<file path="config.mk">
export PLATFORM = sky130hd
export DESIGN_NAME = reset_state_and_hf_osc_control
export DESIGN_NICKNAME = d
export VERILOG_FILES = /design/src/hdl/reset_osc_pkg.sv /design/src/hdl/reset_state_and_hf_osc_control.sv /design/src/hdl/sync2.sv
export VERILOG_INCLUDE_DIRS = /design/src /design/src/hdl
export SDC_FILE = /design/constraint.sdc
export NUM_CORES = 1
export LEC_CHECK = 0
export ABC_AREA = 1
export BUFFER_PORTS_ARGS = -buffer_cell sky130_fd_sc_hd__buf_4
export CORE_MARGIN = 1
export CORE_UTILIZATION = 35
export CTS_CLUSTER_DIAMETER = 120
export DETAILED_ROUTE_END_ITERATION = 6
export GPL_TIMING_DRIVEN = 0
export MAX_ROUTING_LAYER = met4
export PLACE_DENSITY_LB_ADDON = 0.15
export SLEW_MARGIN = 40
export SYNTH_ARGS = -nofsm -noshare
export SYNTH_HDL_FRONTEND = slang
export SYNTH_HIERARCHICAL = 1
export SYNTH_SLANG_ARGS = --single-unit
</file>
<file path="constraint.sdc">
create_clock -name core_clk -period 3.5 [get_ports core_clk]
set_input_delay 0.525 -clock core_clk [delete_from_list [all_inputs] [get_ports core_clk]]
set_output_delay 0.525 -clock core_clk [all_outputs]
set_load 0.03 [all_outputs]
</file>
<file path="src/hdl/reset_osc_defines.svh">
`ifndef RESET_OSC_DEFINES_SVH
`define RESET_OSC_DEFINES_SVH

// Oscillator control register
`define OSC_CTRL_ADDR        8'hb2
`define OSC_CTRL_RESET       8'hc0
`define OSC_EN_BIT           7
`define OSC_READY_BIT        6
`define OSC_SUSPEND_BIT      5
`define OSC_SYNC_BUSY_BIT    4
`define OSC_SPREAD_BIT       3
`define OSC_UNUSED_BIT       2
`define OSC_DIV_MSB          1
`define OSC_DIV_LSB          0
`define OSC_EN_RESET         1'b1
`define OSC_READY_RESET      1'b1
`define OSC_SPREAD_RESET     1'b0
`define OSC_DIV_RESET        2'h0
`define OSC_UNUSED_VALUE     1'b0

// Values presented on reset exit
`define PORT_LATCH_RESET     8'hff
`define PC_RESET             16'h0000

// Watchdog prescale and wake timer sync
`define WDT_DIVIDE           4'hc
`define WAKE_SYNC_CLOCKS     2'h3

`endif

</file>
<file path="src/hdl/reset_osc_pkg.sv">
package reset_osc_pkg;

    typedef enum logic [1:0] {
        ST_RESET,
        ST_EXIT,
        ST_RUN,
        ST_SUSPEND
    } seq_state_t;

    // Inputs from outside the clock domain, synchronised as one group
    typedef struct packed {
        logic supplyMonitor;
        logic powerOn;
        logic otherReset;
        logic oscSettled;
        logic portMatch;
        logic comparatorLow;
        logic capSenseGreater;
    } async_in_t;

    typedef struct packed {
        logic       hfOscEnable;
        logic       suspend;
        logic       spreadSpectrumEnable;
        logic [1:0] hfOscDividerSelect;
    } osc_ctrl_t;

    typedef struct packed {
        seq_state_t state;
        osc_ctrl_t  ctrl;
        logic       hfOscFreqReady;
        logic       wakeTimerSyncBusy;
        logic [1:0] syncCount;
        logic       supplyCause;
        logic [3:0] wdtCount;
        logic       wdtTick;
        logic       wdtEnable;
        logic       coreHalt;
        logic       pcClear;
        logic       stackPointerReset;
        logic       sfrPreset;
        logic       irqTimerDisable;
        logic       portPreset;
        logic       dataMemWriteBlock;
        logic       rstPinOe;
        logic       internalOscSelect;
        logic       oscRun;
        logic [7:0] sfrReadData;
    } seq_reg_t;

endpackage

</file>
<file path="src/hdl/reset_state_and_hf_osc_control.sv">
`timescale 1ns/1ps
`include "reset_osc_defines.svh"
module reset_state_and_hf_osc_control (
    // Clock and reset
    input  wire logic        core_clk,
    input  wire logic        srst,
    // Reset sources, asynchronous
    input  wire logic        supplyMonitorReset,
    input  wire logic        powerOnReset,
    input  wire logic        otherReset,
    // Oscillator analog status, asynchronous
    input  wire logic        hfOscSettled,
    // Wake sources and timer clock
    input  wire logic        portMatch,
    input  wire logic        comparatorLow,
    input  wire logic        comparatorWakeEnable,
    input  wire logic        capSenseGreater,
    input  wire logic        timer2Overflow,
    input  wire logic        timerClockTick,
    // Special function register port
    input  wire logic [7:0]  sfrAddr,
    input  wire logic        sfrWrite,
    input  wire logic        sfrRead,
    input  wire logic [7:0]  sfrWriteData,
    output logic      [7:0]  sfrReadData,
    // Core control
    output logic             coreHalt,
    output logic             pcClear,
    output logic      [15:0] pcResetValue,
    output logic             stackPointerReset,
    output logic             sfrPreset,
    output logic             irqTimerDisable,
    output logic             dataMemWriteBlock,
    // Ports
    output logic             portPreset,
    output logic      [7:0]  portLatchValue,
    output logic             portOpenDrain,
    output logic             weakPullupEnable,
    output logic             rstPinOut,
    output logic             rstPinOe,
    // Clocking and watchdog
    output logic             internalOscSelect,
    output logic             wdtEnable,
    output logic             wdtTick,
    // Oscillator control
    output logic             hfOscEnable,
    output logic             hfOscRun,
    output logic             spreadSpectrumEnable,
    output logic      [1:0]  hfOscDividerSelect,
    output logic             wakeTimerSyncBusy
);

    reset_osc_pkg::seq_reg_t  q;
    reset_osc_pkg::seq_reg_t  d;
    reset_osc_pkg::async_in_t rawIn;
    reset_osc_pkg::async_in_t syncIn;

    logic anyReset;
    logic otherWake;
    logic ctrlWrite;
    logic ctrlRead;

    function automatic logic [7:0] pack_ctrl(
        input reset_osc_pkg::osc_ctrl_t c,
        input logic                     ready,
        input logic                     busy
    );
        logic [7:0] v;
        v = 8'h00;
        v[`OSC_EN_BIT]                   = c.hfOscEnable;
        v[`OSC_READY_BIT]                = ready;
        v[`OSC_SUSPEND_BIT]              = c.suspend;
        v[`OSC_SYNC_BUSY_BIT]            = busy;
        v[`OSC_SPREAD_BIT]               = c.spreadSpectrumEnable;
        v[`OSC_UNUSED_BIT]               = `OSC_UNUSED_VALUE;
        v[`OSC_DIV_MSB:`OSC_DIV_LSB]     = c.hfOscDividerSelect;
        return v;
    endfunction

    always_comb begin
        rawIn.supplyMonitor   = supplyMonitorReset;
        rawIn.powerOn         = powerOnReset;
        rawIn.otherReset      = otherReset;
        rawIn.oscSettled      = hfOscSettled;
        rawIn.portMatch       = portMatch;
        rawIn.comparatorLow   = comparatorLow;
        rawIn.capSenseGreater = capSenseGreater;
    end

    // Reset sources come up asserted so nothing runs before they settle
    sync2 #(
        .W         ($bits(reset_osc_pkg::async_in_t)),
        .RESET_VAL (7'h70)
    ) u_sync (
        .core_clk (core_clk),
        .srst     (srst),
        .asyncIn  (rawIn),
        .syncOut  (syncIn)
    );

    always_comb begin
        anyReset  = syncIn.supplyMonitor | syncIn.powerOn
                  | syncIn.otherReset;
        otherWake = syncIn.portMatch | syncIn.capSenseGreater
                  | (syncIn.comparatorLow & comparatorWakeEnable);
        ctrlWrite = sfrWrite && (sfrAddr == `OSC_CTRL_ADDR);
        ctrlRead  = sfrRead && (sfrAddr == `OSC_CTRL_ADDR);
    end

    always_comb begin
        d         = q;
        d.pcClear = 1'b0;
        d.wdtTick = 1'b0;

        case (q.state)
            reset_osc_pkg::ST_RESET: begin
                if (!anyReset) begin
                    d.state = reset_osc_pkg::ST_EXIT;
                end
            end
            reset_osc_pkg::ST_EXIT: begin
                d.state             = reset_osc_pkg::ST_RUN;
                d.pcClear           = 1'b1;
                d.internalOscSelect = 1'b1;
                d.wdtEnable         = 1'b1;
                d.wdtCount          = 4'h0;
                d.supplyCause       = 1'b0;
            end
            reset_osc_pkg::ST_RUN: begin
                if (ctrlWrite) begin
                    d.ctrl.hfOscEnable =
                        sfrWriteData[`OSC_EN_BIT];
                    d.ctrl.spreadSpectrumEnable =
                        sfrWriteData[`OSC_SPREAD_BIT];
                    d.ctrl.hfOscDividerSelect =
                        sfrWriteData[`OSC_DIV_MSB:`OSC_DIV_LSB];
                    // Divider to one is the caller's duty, not checked here
                    if (sfrWriteData[`OSC_SUSPEND_BIT]) begin
                        d.ctrl.suspend = 1'b1;
                        d.state        = reset_osc_pkg::ST_SUSPEND;
                    end
                end
            end
            reset_osc_pkg::ST_SUSPEND: begin
                // Port match is a level, so a standing match wakes at once
                if (timer2Overflow || otherWake) begin
                    d.ctrl.suspend = 1'b0;
                    d.state        = reset_osc_pkg::ST_RUN;
                    d.syncCount    = 2'h0;
                    if (!timer2Overflow) begin
                        d.wakeTimerSyncBusy = 1'b1;
                    end
                end
            end
            default: begin
                d.state = reset_osc_pkg::ST_RESET;
            end
        endcase

        // Timer access held off for three timer clocks after other wakes
        // Only counts in RUN, so a fresh wake's set is never undone here
        if (q.wakeTimerSyncBusy && timerClockTick
                && q.state == reset_osc_pkg::ST_RUN) begin
            if (q.syncCount == `WAKE_SYNC_CLOCKS - 2'h1) begin
                d.wakeTimerSyncBusy = 1'b0;
            end
            d.syncCount = q.syncCount + 2'h1;
        end

        // Watchdog prescale counts only while code runs
        if (q.wdtEnable && q.state == reset_osc_pkg::ST_RUN) begin
            if (q.wdtCount == `WDT_DIVIDE - 4'h1) begin
                d.wdtCount = 4'h0;
                d.wdtTick  = 1'b1;
            end else begin
                d.wdtCount = q.wdtCount + 4'h1;
            end
        end

        // Reset wins over everything but a due wdtTick, which still fires, from any state
        if (anyReset) begin
            d.state                     = reset_osc_pkg::ST_RESET;
            d.ctrl.hfOscEnable          = `OSC_EN_RESET;
            d.ctrl.suspend              = 1'b0;
            d.ctrl.spreadSpectrumEnable = `OSC_SPREAD_RESET;
            d.ctrl.hfOscDividerSelect   = `OSC_DIV_RESET;
            d.wakeTimerSyncBusy         = 1'b0;
            d.syncCount                 = 2'h0;
            d.wdtEnable                 = 1'b0;
            d.wdtCount                  = 4'h0;
            d.pcClear                   = 1'b0;
            if (syncIn.supplyMonitor || syncIn.powerOn) begin
                d.supplyCause = 1'b1;
            end
        end

        // Ready flag follows the oscillator; not writable
        d.oscRun = d.ctrl.hfOscEnable && !d.ctrl.suspend;
        if (anyReset) begin
            d.hfOscFreqReady = `OSC_READY_RESET;
        end else begin
            d.hfOscFreqReady = d.oscRun && syncIn.oscSettled;
        end

        // Status outputs follow the state being entered
        d.coreHalt          = (d.state != reset_osc_pkg::ST_RUN);
        d.sfrPreset         = (d.state == reset_osc_pkg::ST_RESET);
        d.irqTimerDisable   = (d.state == reset_osc_pkg::ST_RESET);
        d.stackPointerReset = (d.state == reset_osc_pkg::ST_RESET);
        d.portPreset        = (d.state == reset_osc_pkg::ST_RESET);
        // Memory is never cleared; writes are only blocked in the RESET state
        d.dataMemWriteBlock = (d.state == reset_osc_pkg::ST_RESET);
        d.rstPinOe          = (d.state == reset_osc_pkg::ST_RESET)
                            && d.supplyCause;

        if (ctrlRead) begin
            d.sfrReadData = pack_ctrl(q.ctrl, q.hfOscFreqReady,
                                      q.wakeTimerSyncBusy);
        end else begin
            d.sfrReadData = 8'h00;
        end
    end

    always_ff @(posedge core_clk) begin
        if (srst) begin
            q.state                     <= reset_osc_pkg::ST_RESET;
            q.ctrl.hfOscEnable          <= `OSC_EN_RESET;
            q.ctrl.suspend              <= 1'b0;
            q.ctrl.spreadSpectrumEnable <= `OSC_SPREAD_RESET;
            q.ctrl.hfOscDividerSelect   <= `OSC_DIV_RESET;
            q.hfOscFreqReady            <= `OSC_READY_RESET;
            q.wakeTimerSyncBusy         <= 1'b0;
            q.syncCount                 <= 2'h0;
            q.supplyCause               <= 1'b1;
            q.wdtCount                  <= 4'h0;
            q.wdtTick                   <= 1'b0;
            q.wdtEnable                 <= 1'b0;
            q.coreHalt                  <= 1'b1;
            q.pcClear                   <= 1'b0;
            q.stackPointerReset         <= 1'b1;
            q.sfrPreset                 <= 1'b1;
            q.irqTimerDisable           <= 1'b1;
            q.portPreset                <= 1'b1;
            q.dataMemWriteBlock         <= 1'b1;
            q.rstPinOe                  <= 1'b1;
            q.internalOscSelect         <= 1'b1;
            q.oscRun                    <= 1'b1;
            q.sfrReadData               <= 8'h00;
        end else begin
            q <= d;
        end
    end

    // Constant-valued outputs still come from flops
    logic [7:0]  portLatch_q;
    logic [15:0] pcValue_q;
    logic        pullup_q;
    logic        rstPinLow_q;

    always_ff @(posedge core_clk) begin
        portLatch_q <= `PORT_LATCH_RESET;
        pcValue_q   <= `PC_RESET;
        pullup_q    <= 1'b1;
        rstPinLow_q <= 1'b0;
    end

    assign sfrReadData          = q.sfrReadData;
    assign coreHalt             = q.coreHalt;
    assign pcClear              = q.pcClear;
    assign pcResetValue         = pcValue_q;
    assign stackPointerReset    = q.stackPointerReset;
    assign sfrPreset            = q.sfrPreset;
    assign irqTimerDisable      = q.irqTimerDisable;
    assign dataMemWriteBlock    = q.dataMemWriteBlock;
    assign portPreset           = q.portPreset;
    assign portLatchValue       = portLatch_q;
    assign portOpenDrain        = q.portPreset;
    assign weakPullupEnable     = pullup_q;
    assign rstPinOut            = rstPinLow_q;
    assign rstPinOe             = q.rstPinOe;
    assign internalOscSelect    = q.internalOscSelect;
    assign wdtEnable            = q.wdtEnable;
    assign wdtTick              = q.wdtTick;
    assign hfOscEnable          = q.ctrl.hfOscEnable;
    assign hfOscRun             = q.oscRun;
    assign spreadSpectrumEnable = q.ctrl.spreadSpectrumEnable;
    assign hfOscDividerSelect   = q.ctrl.hfOscDividerSelect;
    assign wakeTimerSyncBusy    = q.wakeTimerSyncBusy;

endmodule // reset_state_and_hf_osc_control

</file>
<file path="src/hdl/sync2.sv">
`timescale 1ns/1ps
module sync2 #(
    parameter int                W         = 1,
    parameter logic [W-1:0]      RESET_VAL = '0
) (
    // Clock and reset
    input  wire logic         core_clk,
    input  wire logic         srst,
    // Data
    input  wire logic [W-1:0] asyncIn,
    output logic      [W-1:0] syncOut
);

    logic [2*W-1:0] stage_q;
    logic [2*W-1:0] stage_d;

    // First stage feeds only the second
    always_comb begin
        stage_d = {stage_q[W-1:0], asyncIn};
    end

    always_ff @(posedge core_clk) begin
        if (srst) begin
            stage_q <= {RESET_VAL, RESET_VAL};
        end else begin
            stage_q <= stage_d;
        end
    end

    assign syncOut = stage_q[2*W-1:W];

endmodule // sync2

</file>
# == Yosys cells after proc, flatten, opt, wreduce, memory -nomap -nowiden ==
# Index checks and enable logic that the tools add are counted.
# word_totals
reg_bits,45
latch_bits,0
mem_bits_rw,0
rom_bits,0
wordCells,79
n_memories,0
# op_classes
n_addsub,2
n_mul,0
div,0
order_cmp,0
n_eq_ne,7
n_shift,0
n_mux,22
bitwise_logic,7
n_reduce_logical,21
# ops
op,count
5-bit two-way mux,3
7-bit two-way mux,2
3-bit two-way mux,4
"8-bit == test, second input constant",1
1-bit logical AND,8
1-bit two-way mux,8
2-bit one-hot mux with 4 select lines,1
"2-bit == test, second input constant",3
2-bit nonzero test,3
2-bit OR reduction,3
"4-bit by 1-bit adder with 4-bit output, second input constant",1
"4-bit == test, second input constant",1
2-bit zero test,2
2-bit two-way mux,2
4-bit two-way mux,1
1-bit OR,4
2-bit AND reduction,2
"2-bit by 1-bit adder with 2-bit output, second input constant",1
"2-bit by 1-bit == test with 1-bit output, second input constant",1
1-bit logical OR,2
"2-bit != test, second input constant",1
1-bit inverter,2
1-bit one-hot mux with 2 select lines,1
1-bit AND,1
1-bit zero test,1

# == Longest topological paths before layout ==
# Gate-level depths: netlist of the first run.
# depth
ltp_word,9
mapped_depth,9

# == Hierarchy ==
# The synthesis of the first run kept the hierarchy.
# by_module_without_submodules
mod,n_inst,cells_each,area_per_inst_um2
reset_state_and_hf_osc_control,1,193,1541.5
sync2,1,51,462.9

# == Worst setup path before layout of the first run ==
# OpenSTA, ideal clock, no wires.
# synth_path
kind,input to register
startpoint,in sfrAddr[6]
endpoint,reg q[28] (netlist name)
setup_time_ps,113
arrival_time_ps,1194
t_required_ps,3387
path_slack_ps,2193
path_stages,8
n_path_buf,0
path_cell_list,inv_1 > nand2_1 > nor2_1 > nand4_4 > nand2_1 > nand3_1 > nand3_1 > nand2_1
# synth_between
elab_chain_len,8
# synth_lines
element,line_no,rtl
"start, declared",reset_state_and_hf_osc_control.sv:21,"input wire logic [7:0] sfrAddr,"
8-bit == test (no line) *,-,
1-bit logical AND *,reset_state_and_hf_osc_control.sv:106,ctrlWrite = sfrWrite && (sfrAddr == `OSC_CTRL_ADDR);
7-bit two-way mux *,reset_state_and_hf_osc_control.sv:130,if (ctrlWrite) begin
1-bit one-hot mux with 2 select lines,reset_state_and_hf_osc_control.sv:115,case (q.state)
7-bit two-way mux *,reset_state_and_hf_osc_control.sv:181,if (anyReset) begin
1-bit zero test,reset_state_and_hf_osc_control.sv:198,d.oscRun = d.ctrl.hfOscEnable && !d.ctrl.suspend;
1-bit logical AND *,reset_state_and_hf_osc_control.sv:198,
1-bit logical AND *,reset_state_and_hf_osc_control.sv:202,d.hfOscFreqReady = d.oscRun && syncIn.oscSettled;
"end, declared",reset_state_and_hf_osc_control.sv:53,reset_osc_pkg::seq_reg_t q;
# Mark *: on every way between the ends. The rest lies on a longest branch, timed or not.
# A chain may end at the register's enable or synchronous reset.

==> results.json, run 1 <==
{
  "finalHoldViolCount": 0,
  "fillers": 547,
  "hold_start": "u_sync/stage_q[1]$_SDFF_PP0_",
  "routed_via_density": 3.71,
  "fin_cells": 400,
  "grt_pass1_wl_um": 5340,
  "cts_tree": "yes",
  "antenna_found_initial": 0,
  "synth-edff-count": 0,
  "irDropWorstVdd_v": 0.000307,
  "worstPathArrival_ps": 970,
  "yosysMostFrequentCell": "buf_4",
  "syn_area_per_cell_sq_um": 8.21,
  "reg2reg_from": "u_sync/stage_q[12]$_SDFF_PP1_",
  "power_density_nw_per_um2": 352,
  "ys_types": 28,
  "finalCritPeriodShare_pct": 42.8,
  "synth_top_area_share_pct": 43.9,
  "clkLatencyLatePin_ps": 290,
  "whs_ps": 408,
  "syn2layout_area_growth_pct": 32.6,
  "cp-end-kind": "primary output",
  "synth_ff_type": "dfxtp_1",
  "r2r_end": "spreadSpectrumEnable$_SDFFE_PP0P_",
  "dp.cells": 392,
  "layout.nets": 359,
  "yosys.area.top_type": "dfxtp_1",
  "finalCriticalPeriod_ps": 1500,
  "drv_cap": 0,
  "crit_type": "flip-flop to primary output",
  "dp_hpwl_um": 2520,
  "numCtsBuffers": 5,
  "core-area_sq_um": 5510,
  "yosysWarnings": 6,
  "grtUsageTotal_pct": 11.8,
  "drv_slew": 0,
  "grt_setup_unrepaired": "false",
  "post-cts-setup-buffer-count": 0,
  "drive_gt1_share_pct": 38.1,
  "reg2reg_depth": 7,
  "setup_tns_ps": 0,
  "post_cts_resized": 0,
  "holdPathEnd": "u_sync/stage_q[8]$_SDFF_PP0_",
  "clk_path_buf_depth": 2,
  "seq_area_sq_um": 881,
  "synthTopCellsByCount": "buf_4 (49), dfxtp_1 (44), inv_1 (36)",
  "port_buffers": 50,
  "first_pass_iters": 4,
  "syn_inst": 244,
  "grt_pass1_vias": 1270,
  "dp_slack_ps": 1930,
  "ant_nets": 0,
  "synth_area_leaders": "dfxtp_1 (44%), buf_4 (18%), inv_1 (6.7%), nor2_1 (5.8%), nand2_1 (4.9%)",
  "finalClockSkew_ps": 4.44,
  "place.gp.congestion": 0.763,
  "gr-total-overflow": 0,
  "multi_input_area_sq_um": 678,
  "rrSetupSlack_ps": 2200,
  "syn_area_sq_um": 2000,
  "die_w_um": 77.7,
  "die-area_sq_um": 6030,
  "vias": 1484,
  "critPathMaxFanout": 6,
  "clock_tree.root_cell": "clkbuf_8",
  "setup_ws_ps": 2000,
  "synthArstFlopShare_pct": 0,
  "setup_viol": 0,
  "cts-hold-fix-buffers": 0,
  "ys_seq_area_share_pct": 43.9,
  "die_h_um": 77.7,
  "htree_levels": 2,
  "dpl_cell_area_sq_um": 2570,
  "rows": 27,
  "drt_wl_total_um": 3180,
  "start_util_pct": 36.4,
  "p_leak_nw": 1.36,
  "fmax_mhz": 667,
  "ioPinCount": 82,
  "grt_max_degree": 13,
  "hold_path_class": "flip-flop to flip-flop",
  "drt_iter0_markers": 52,
  "cp-start-kind": "flip-flop",
  "status": "finished clean",
  "final_area_sq_um": 2660,
  "clk_pin_slew_ps": 80,
  "synth_seq_cells": 44,
  "drc": 0,
  "diodes": 0,
  "worstPathRequired_ps": 2970,
  "wl_per_cell_um": 7.95,
  "whs_path_depth": 2,
  "cts.sink_count": 44
}
state kept, by name (all words and copies together), names as in the netlist:
register / count
sfrReadData: 7
hfOscDividerSelect: 2
dataMemWriteBlock: 1
hfOscEnable: 1
pcClear: 1
q: 11
rstPinOe: 1
wdtEnable: 1
wdtTick: 1
coreHalt: 1
spreadSpectrumEnable: 1
u_sync/stage_q: 14
wakeTimerSyncBusy: 1
hfOscRun: 1
where the power goes:
group / internal [mW] / leakage, nW / switching (mW) / total (mW)
combinational: 0.0502 / 0.953 / 0.0627 / 0.113
sequential: 0.508 / 0.358 / 0.00168 / 0.509
clock: 0.161 / 0.0455 / 0.153 / 0.314
worst max path at each step:
stage                                       startpoint                   endpoint  cells after the start
after floorplan                             sfrAddr[6]           q[28]$_SDFF_PP1_                      8
after global placement                      sfrAddr[3]  sfrReadData[6]$_SDFF_PP0_                      6
after detailed placement                    sfrAddr[3]  sfrReadData[1]$_SDFF_PP0_                      6
after CTS                 dataMemWriteBlock$_SDFF_PP1_                  sfrPreset                      2
after global routing      dataMemWriteBlock$_SDFF_PP1_          stackPointerReset                      2
final                     dataMemWriteBlock$_SDFF_PP1_                  sfrPreset                      2
critical path: stages, from the launching register on:
cell and delay [ps]:
dfxtp_1 410, buf_4 130, buf_4 140
through the flow:
stage	total power, mW	utilization, %
6_report	0.936	48.3
5_1_grt	0.981	48.3
4_1_cts	0.949	48.3
3_5_place_dp	0.634	46.6
3_3_place_gp	0.633	46.6
2_1_floorplan	0.606	-
layer usage:
layer | vias to the layer above | global-route usage, % | routed length (um)
li1 | 834 | - | -
met5 | - | - | 0
met3 | 7 | 3.18 | 198
met4 | 0 | 5.66 | 61
met1 | 599 | 13.8 | 1500
met2 | 44 | 18.7 | 1420
cell type report:
cell class | instances | share of cell area, %
sequential | 44 | 33.1
multi-input combinational | 135 | 25.5
buffer | 51 | 14.7
timing repair buffer | 50 | 14.1
inverter | 40 | 5.74
clock buffer | 8 | 3.39
tap | 72 | 3.39
layout by cell type (no fill, tap or decap), types with 5 or more instances in the layout:
| cell | n |
|---|---|
| a211oi_1 | 5 |
| a21oi_1 | 9 |
| buf_4 | 99 |
| clkbuf_8 | 6 |
| conb_1 | 28 |
| dfxtp_1 | 44 |
| inv_1 | 36 |
| nand2_1 | 26 |
| nand3_1 | 11 |
| nor2_1 | 31 |
kinds of logic after synthesis:
family,count (synthesis),synth area share [%]
and+or+nand+nor,85,21.1
adders and majority gates,2,1.25
buffers and inverters,91,27.1
other,2,0.375
DFF,44,43.9
AOI/OAI and AO/OA,20,6.24
(Power assumes the default switching activity.)
==> run 2, diff against run 1 <==
--- a/config.mk
+++ b/config.mk
@@ -6,7 +6,7 @@
 export SDC_FILE = /design/constraint.sdc
 export NUM_CORES = 1
 export LEC_CHECK = 0
-export ABC_AREA = 1
+export ABC_AREA = 0
 export BUFFER_PORTS_ARGS = -buffer_cell sky130_fd_sc_hd__buf_4
 export CORE_MARGIN = 1
 export CORE_UTILIZATION = 35
==> constraint.sdc (replaced) <==
create_clock -name core_clk -period 1.4 [get_ports core_clk]
set_input_delay 0.21 -clock core_clk [delete_from_list [all_inputs] [get_ports core_clk]]
set_output_delay 0.21 -clock core_clk [all_outputs]
set_load 0.03 [all_outputs]
==> run 2 against run 1 <==
Against the previous run:
- the run now ends with negative setup slack left
- via count fell by 8.6%
- power grew to 2.7 times the previous value
- non-clock buffer count increased by 4
- setup slack lost 2100 ps
- sequential share of layout area fell by 0.37 points
- core utilization grew 3.7 points
- count of clock-buffer cells in the layout down 2
- hold slack worse by 310 ps
==> results.json, run 2 <==
{
  "status": "finished with violations",
  "violations": "negative setup slack",
  "start_util_pct": 36.9,
  "finalCritPeriodShare_pct": 104,
  "dp_hpwl_um": 2450,
  "syn_area_sq_um": 1920,
  "setup_ws_ps": -58.3,
  "top_register": "u_sync/stage_q",
  "synth_seq_cells": 44,
  "power_density_nw_per_um2": 919,
  "antenna_found_initial": 0,
  "clk_path_buf_depth": 2,
  "intPower_mw": 1.93,
  "ioPinCount": 82,
  "diodes": 0,
  "yosysMostFrequentCell": "buf_4",
  "cp-start-kind": "flip-flop",
  "clkLatencyLatePin_ps": 290,
  "drc": 0,
  "switching_share_pct": 22.4,
  "numCtsBuffers": 5,
  "yosys.area.top_type": "dfxtp_1",
  "clk_pin_slew_ps": 80,
  "whs_ps": 96.3,
  "synth-edff-count": 0,
  "dp.cells": 343,
  "cts-hold-fix-buffers": 0,
  "whs_path_depth": 2,
  "fmax_mhz": 686,
  "syn_area_per_cell_sq_um": 9.74,
  "cp-end-kind": "flip-flop",
  "final_cell_mix": "buf_4 (101), dfxtp_1 (42), conb_1 (28)",
  "hold_path_class": "primary input to flip-flop",
  "ys_seq_area_share_pct": 45.9,
  "irDropWorstVdd_v": 0.000551,
  "synth_ff_type": "dfxtp_1",
  "grt_pass1_wl_um": 5310,
  "routed_via_density": 3.82,
  "drt_wl_total_um": 3210,
  "vias": 1357,
  "largest_register_ffs": 14,
  "reg2reg_from": "q[34]$_SDFF_PP0_",
  "die_h_um": 76.1,
  "setup_viol": 10,
  "syn2layout_area_growth_pct": 40.8,
  "p_total_mw": 2.48,
  "htree_levels": 2,
  "die_w_um": 76.1,
  "fillers": 503,
  "drt_iter0_markers": 31,
  "grt_pass1_vias": 1195,
  "layout_commonest_cell": "buf_4",
  "ys_types": 40,
  "clkPwrFrac_pct": 37.6,
  "wl_per_cell_um": 9.04,
  "grtUsageTotal_pct": 12.1,
  "layout.nets": 316,
  "place.gp.congestion": 0.735,
  "cts_tree": "yes",
  "critPathMaxFanout": 5,
  "dpl_cell_area_sq_um": 2510,
  "rows": 26,
  "synth_area_leaders": "dfxtp_1 (46%), buf_4 (19%), and2_1 (2.9%), nor2_1 (2.9%), nor2b_1 (2.0%)",
  "synth_top_area_share_pct": 45.9,
  "ant_nets": 0,
  "finalCriticalPeriod_ps": 1460,
  "die-area_sq_um": 5780,
  "cts.sink_count": 44,
  "drive_gt1_share_pct": 44.9,
  "gr-total-overflow": 0,
  "core-area_sq_um": 5200,
  "worstPathArrival_ps": 1670,
  "synthTopCellsByCount": "buf_4 (49), dfxtp_1 (44), nor2_1 (15)",
  "crit_type": "flip-flop to flip-flop",
  "p_leak_nw": 1.25,
  "synthArstFlopShare_pct": 0,
  "hold_start": "powerOnReset",
  "fin_cells": 355,
  "worstPathRequired_ps": 1610,
  "final_area_sq_um": 2700,
  "power.share.sequential_pct": 51.2,
  "yosysWarnings": 6,
  "first_pass_iters": 4,
  "dp_slack_ps": -537,
  "combPwrFrac_pct": 11.1,
  "finalHoldViolCount": 0,
  "critPathLaunch": "q[34]$_SDFF_PP0_",
  "reg2reg_depth": 4,
  "setup_tns_ps": -366,
  "clock_tree.root_cell": "clkbuf_8",
  "final_util_pct": 51.9,
  "grt_max_degree": 14,
  "finalClockSkew_ps": 3.30,
  "top_regs": "u_sync/stage_q x14, q x11, sfrReadData x7",
  "syn_inst": 197,
  "grt_setup_unrepaired": "true",
  "drv_cap": 0,
  "port_buffers": 50,
  "p_sw_uw": 556,
  "drv_slew": 0
}
## run 2: layout make-up
class / count / area, sq um / share of cell area, %
buffer: 48 / 364 / 13.5
clock buffer: 6 / 72.6 / 2.69
clock inverter: 2 / 35.0 / 1.30
inverter: 6 / 22.5 / 0.833
multi-input combinational: 122 / 796 / 29.4
sequential: 44 / 886 / 32.8
tap: 70 / 87.6 / 3.24
timing repair buffer: 57 / 439 / 16.3
## run 2: kinds of logic after synthesis
logic type      synth area share, %
buf+inv                        21.1
flops                          45.9
mux                            2.15
other cells                   0.391
compound gates                 7.69
fa+ha+maj                      1.30
simple gates                   21.4
## run 2: worst paths after layout
kind | end | slack [ps]
worst max-delay path | q[28]$_SDFF_PP1_ | -60
worst min-delay path | u_sync/stage_q[5]$_SDFF_PP1_ | 100
worst max register to register | q[28]$_SDFF_PP1_ | -60
worst min register to register | u_sync/stage_q[11]$_SDFF_PP1_ | 410
## run 2: timing repair
item / CTS / global route
setup endpoints to repair: 17 / 22
resized for setup: 10 / 5
setup buffers: 3 / 4
pin swaps: 8 / 6
## run 2: critical path: stages (launching register included)
cell and delay [ps]:
dfxtp_4 360, nand2b_4 160, nor4_4 310, mux2_4 350, o31ai_2 210
## run 2: power by group through the flow
stage / registers (mW) / clock network (mW) / logic [mW]
after global placement: 1.30 / 0 / 0.267
final: 1.27 / 0.934 / 0.276
after global routing: 1.27 / 1.03 / 0.296
after detailed placement: 1.30 / 0 / 0.269
after CTS: 1.27 / 0.967 / 0.271
after floorplan: 1.30 / 0 / 0.202
## run 2: routing by layer
layer  global-route usage [%]  wire (um)  part of all wire [%]  vias to the layer above
li1                         -          -                     -                      741
met3                     4.07        218                   6.8                        5
met1                     12.7       1390                    43                      569
met5                        -          0                     0                        -
met2                     20.1       1550                    48                       42
met4                     6.73         44                   1.4                        0
==> run 3, diff against run 2 <==
==> constraint.sdc (replaced) <==
create_clock -name core_clk -period 1.8 [get_ports core_clk]
set_input_delay 0.27 -clock core_clk [delete_from_list [all_inputs] [get_ports core_clk]]
set_output_delay 0.27 -clock core_clk [all_outputs]
set_load 0.03 [all_outputs]
==> run 3 against run 2 <==
Against the previous run:
- wire length up 2.3%
- critical path type is now primary input to flip-flop
- the run now ends clean
- die area unchanged
- flip-flop and latch count unchanged
- global-route usage up 0.095 points
- highest routed layer unchanged
- clock skew up 0.97 ps
- power down 26%
- via count up 1.6%
==> results.json, run 3 (same netlist as run 2, synthesis figures left out) <==
{
  "grt_max_degree": 15,
  "p_leak_nw": 1.19,
  "routed_via_density": 3.90,
  "drt_wl_total_um": 3280,
  "grtUsageTotal_pct": 12.2,
  "crit_type": "primary input to flip-flop",
  "final_area_sq_um": 2620,
  "setup_viol": 0,
  "status": "finished clean",
  "drv_slew": 0,
  "dpl_cell_area_sq_um": 2480,
  "ioPinCount": 82,
  "power_density_nw_per_um2": 704,
  "clk_pin_slew_ps": 80,
  "htree_levels": 2,
  "rows": 26,
  "port_buffers": 50,
  "die_w_um": 76.1,
  "die-area_sq_um": 5780,
  "clock_tree.root_cell": "clkbuf_8",
  "cp-start-kind": "primary input",
  "irDropWorstVdd_v": 0.000452,
  "cp-end-kind": "flip-flop",
  "finalCriticalPeriod_ps": 1720,
  "cts_tree": "yes",
  "top_regs": "u_sync/stage_q x14, q x11, sfrReadData x7",
  "final_cell_mix": "buf_4 (102), dfxtp_1 (44), conb_1 (28)",
  "grt_pass1_vias": 1230,
  "die_h_um": 76.1,
  "numCtsBuffers": 5,
  "drive_gt1_share_pct": 43.0,
  "clk_path_buf_depth": 2,
  "met3_usage_pct": 5.27,
  "first_pass_iters": 4,
  "wl_per_cell_um": 9.28,
  "core-area_sq_um": 5200,
  "cts.sink_count": 44,
  "drc": 0,
  "diodes": 0,
  "top_usage_layer": "met2",
  "finalHoldViolCount": 0,
  "antenna_found_initial": 0,
  "slowest_stage": "or4b_4",
  "start_util_pct": 36.9,
  "max_slew_margin_pct": 58.9,
  "use_met2_pct": 20.0,
  "drt_iter0_markers": 48,
  "drv_cap": 0,
  "top_register": "u_sync/stage_q",
  "setup_tns_ps": 0,
  "hold_path_class": "primary input to flip-flop",
  "largest_register_ffs": 14,
  "critPathMaxFanout": 4,
  "grt_setup_unrepaired": "false",
  "dp_hpwl_um": 2510,
  "gr-total-overflow": 0,
  "vias": 1379,
  "layout_commonest_cell": "buf_4",
  "p_sw_uw": 447,
  "grt_util_met1_pct": 13.2,
  "fmax_mhz": 581,
  "cpPeakStageDelay_ps": 570,
  "intPower_mw": 1.40,
  "worstPathArrival_ps": 1940,
  "ant_nets": 0,
  "clkPwrFrac_pct": 34.9,
  "layout.nets": 315,
  "finalCritPeriodShare_pct": 95.6,
  "crit_chain": "buf_4 > or4b_4 > nor4_4 > mux2_4 > o31ai_2",
  "finalClockSkew_ps": 4.27,
  "cts-hold-fix-buffers": 0,
  "switching_share_pct": 24.2,
  "worst_slew_pin_slew_ps": 615,
  "syn2layout_area_growth_pct": 36.4,
  "worstPathRequired_ps": 2020,
  "clkLatencyLatePin_ps": 300,
  "power.share.sequential_pct": 53.7,
  "grt_pass1_wl_um": 5360,
  "combPwrFrac_pct": 11.4,
  "place.gp.congestion": 0.728
}
==> run 3: changes by cell type in the layout (fill, tap and decap cells not counted), sizes merged <==
cell	before	now
buf	105	103
bufinv	1	0
clkbuf	6	7
clkinv	1	0
clkinvlp	0	2
==> run 3: area by class of cell <==
class                      instances  area (sq um)
multi-input combinational        122           748
sequential                        44           881
clock inverter                     2          15.0
timing repair buffer              53           398
fill                             553          2590
inverter                           6          22.5
buffer                            51           384
tap                               70          87.6
clock buffer                       6          82.6
==> run 3: worst paths after layout <==
kind	startpoint	to	slack, ps	depth (start not counted)
max reg2reg	u_sync/stage_q[12]$_SDFF_PP1_	q[25]$_SDFFE_PP0P_	160	6
min reg2reg	u_sync/stage_q[4]$_SDFF_PP1_	u_sync/stage_q[11]$_SDFF_PP1_	410	1
max	sfrAddr[0]	q[28]$_SDFF_PP1_	80	5
min	otherReset	u_sync/stage_q[4]$_SDFF_PP1_	140	2
==> run 3: repair_timing <==
action	in CTS	in global routing
pin swaps	1	1
buffers inserted	0	3
gates resized for setup	3	2
setup endpoints to repair	11	11
hold endpoints to repair	0	0
==> run 3: power groups by stage <==
stage,Sequential [mW],Clock (mW),Combinational [mW]
floorplan,1.01,0,0.156
global placement,1.01,0,0.206
detailed placement,1.01,0,0.208
CTS,0.990,0.662,0.209
global route,0.992,0.713,0.226
finish,0.989,0.642,0.211
==> run 3: per-layer routing <==
layer  up-vias  share of wire [%]
li1        742                  -
met1       577                 44
met2        55                 46
met3         5                8.2
met4         0                1.7
met5         -                  0
==> run 3: worst max-delay path: cells and delay by family <==
| family | cells | cell delay, ps |
|---|---|---|
| and+or+nand+nor | 2 | 990 |
| AOI/OAI and AO/OA | 1 | 220 |
| buffers and inverters | 1 | 110 |
| muxes | 1 | 360 |
==> run 3: metrics by stage <==
step	cells	hold WS, ps	utilization (%)	worst slack, ps	total power [mW]
2_1_floorplan	223	342	-	40.0	1.17
3_3_place_gp	343	387	47.6	-254	1.22
3_5_place_dp	343	388	47.6	-244	1.22
4_1_cts	351	137	49.7	5.09	1.86
5_1_grt	354	137	50.3	33.1	1.93
6_report	354	142	50.3	79.0	1.84
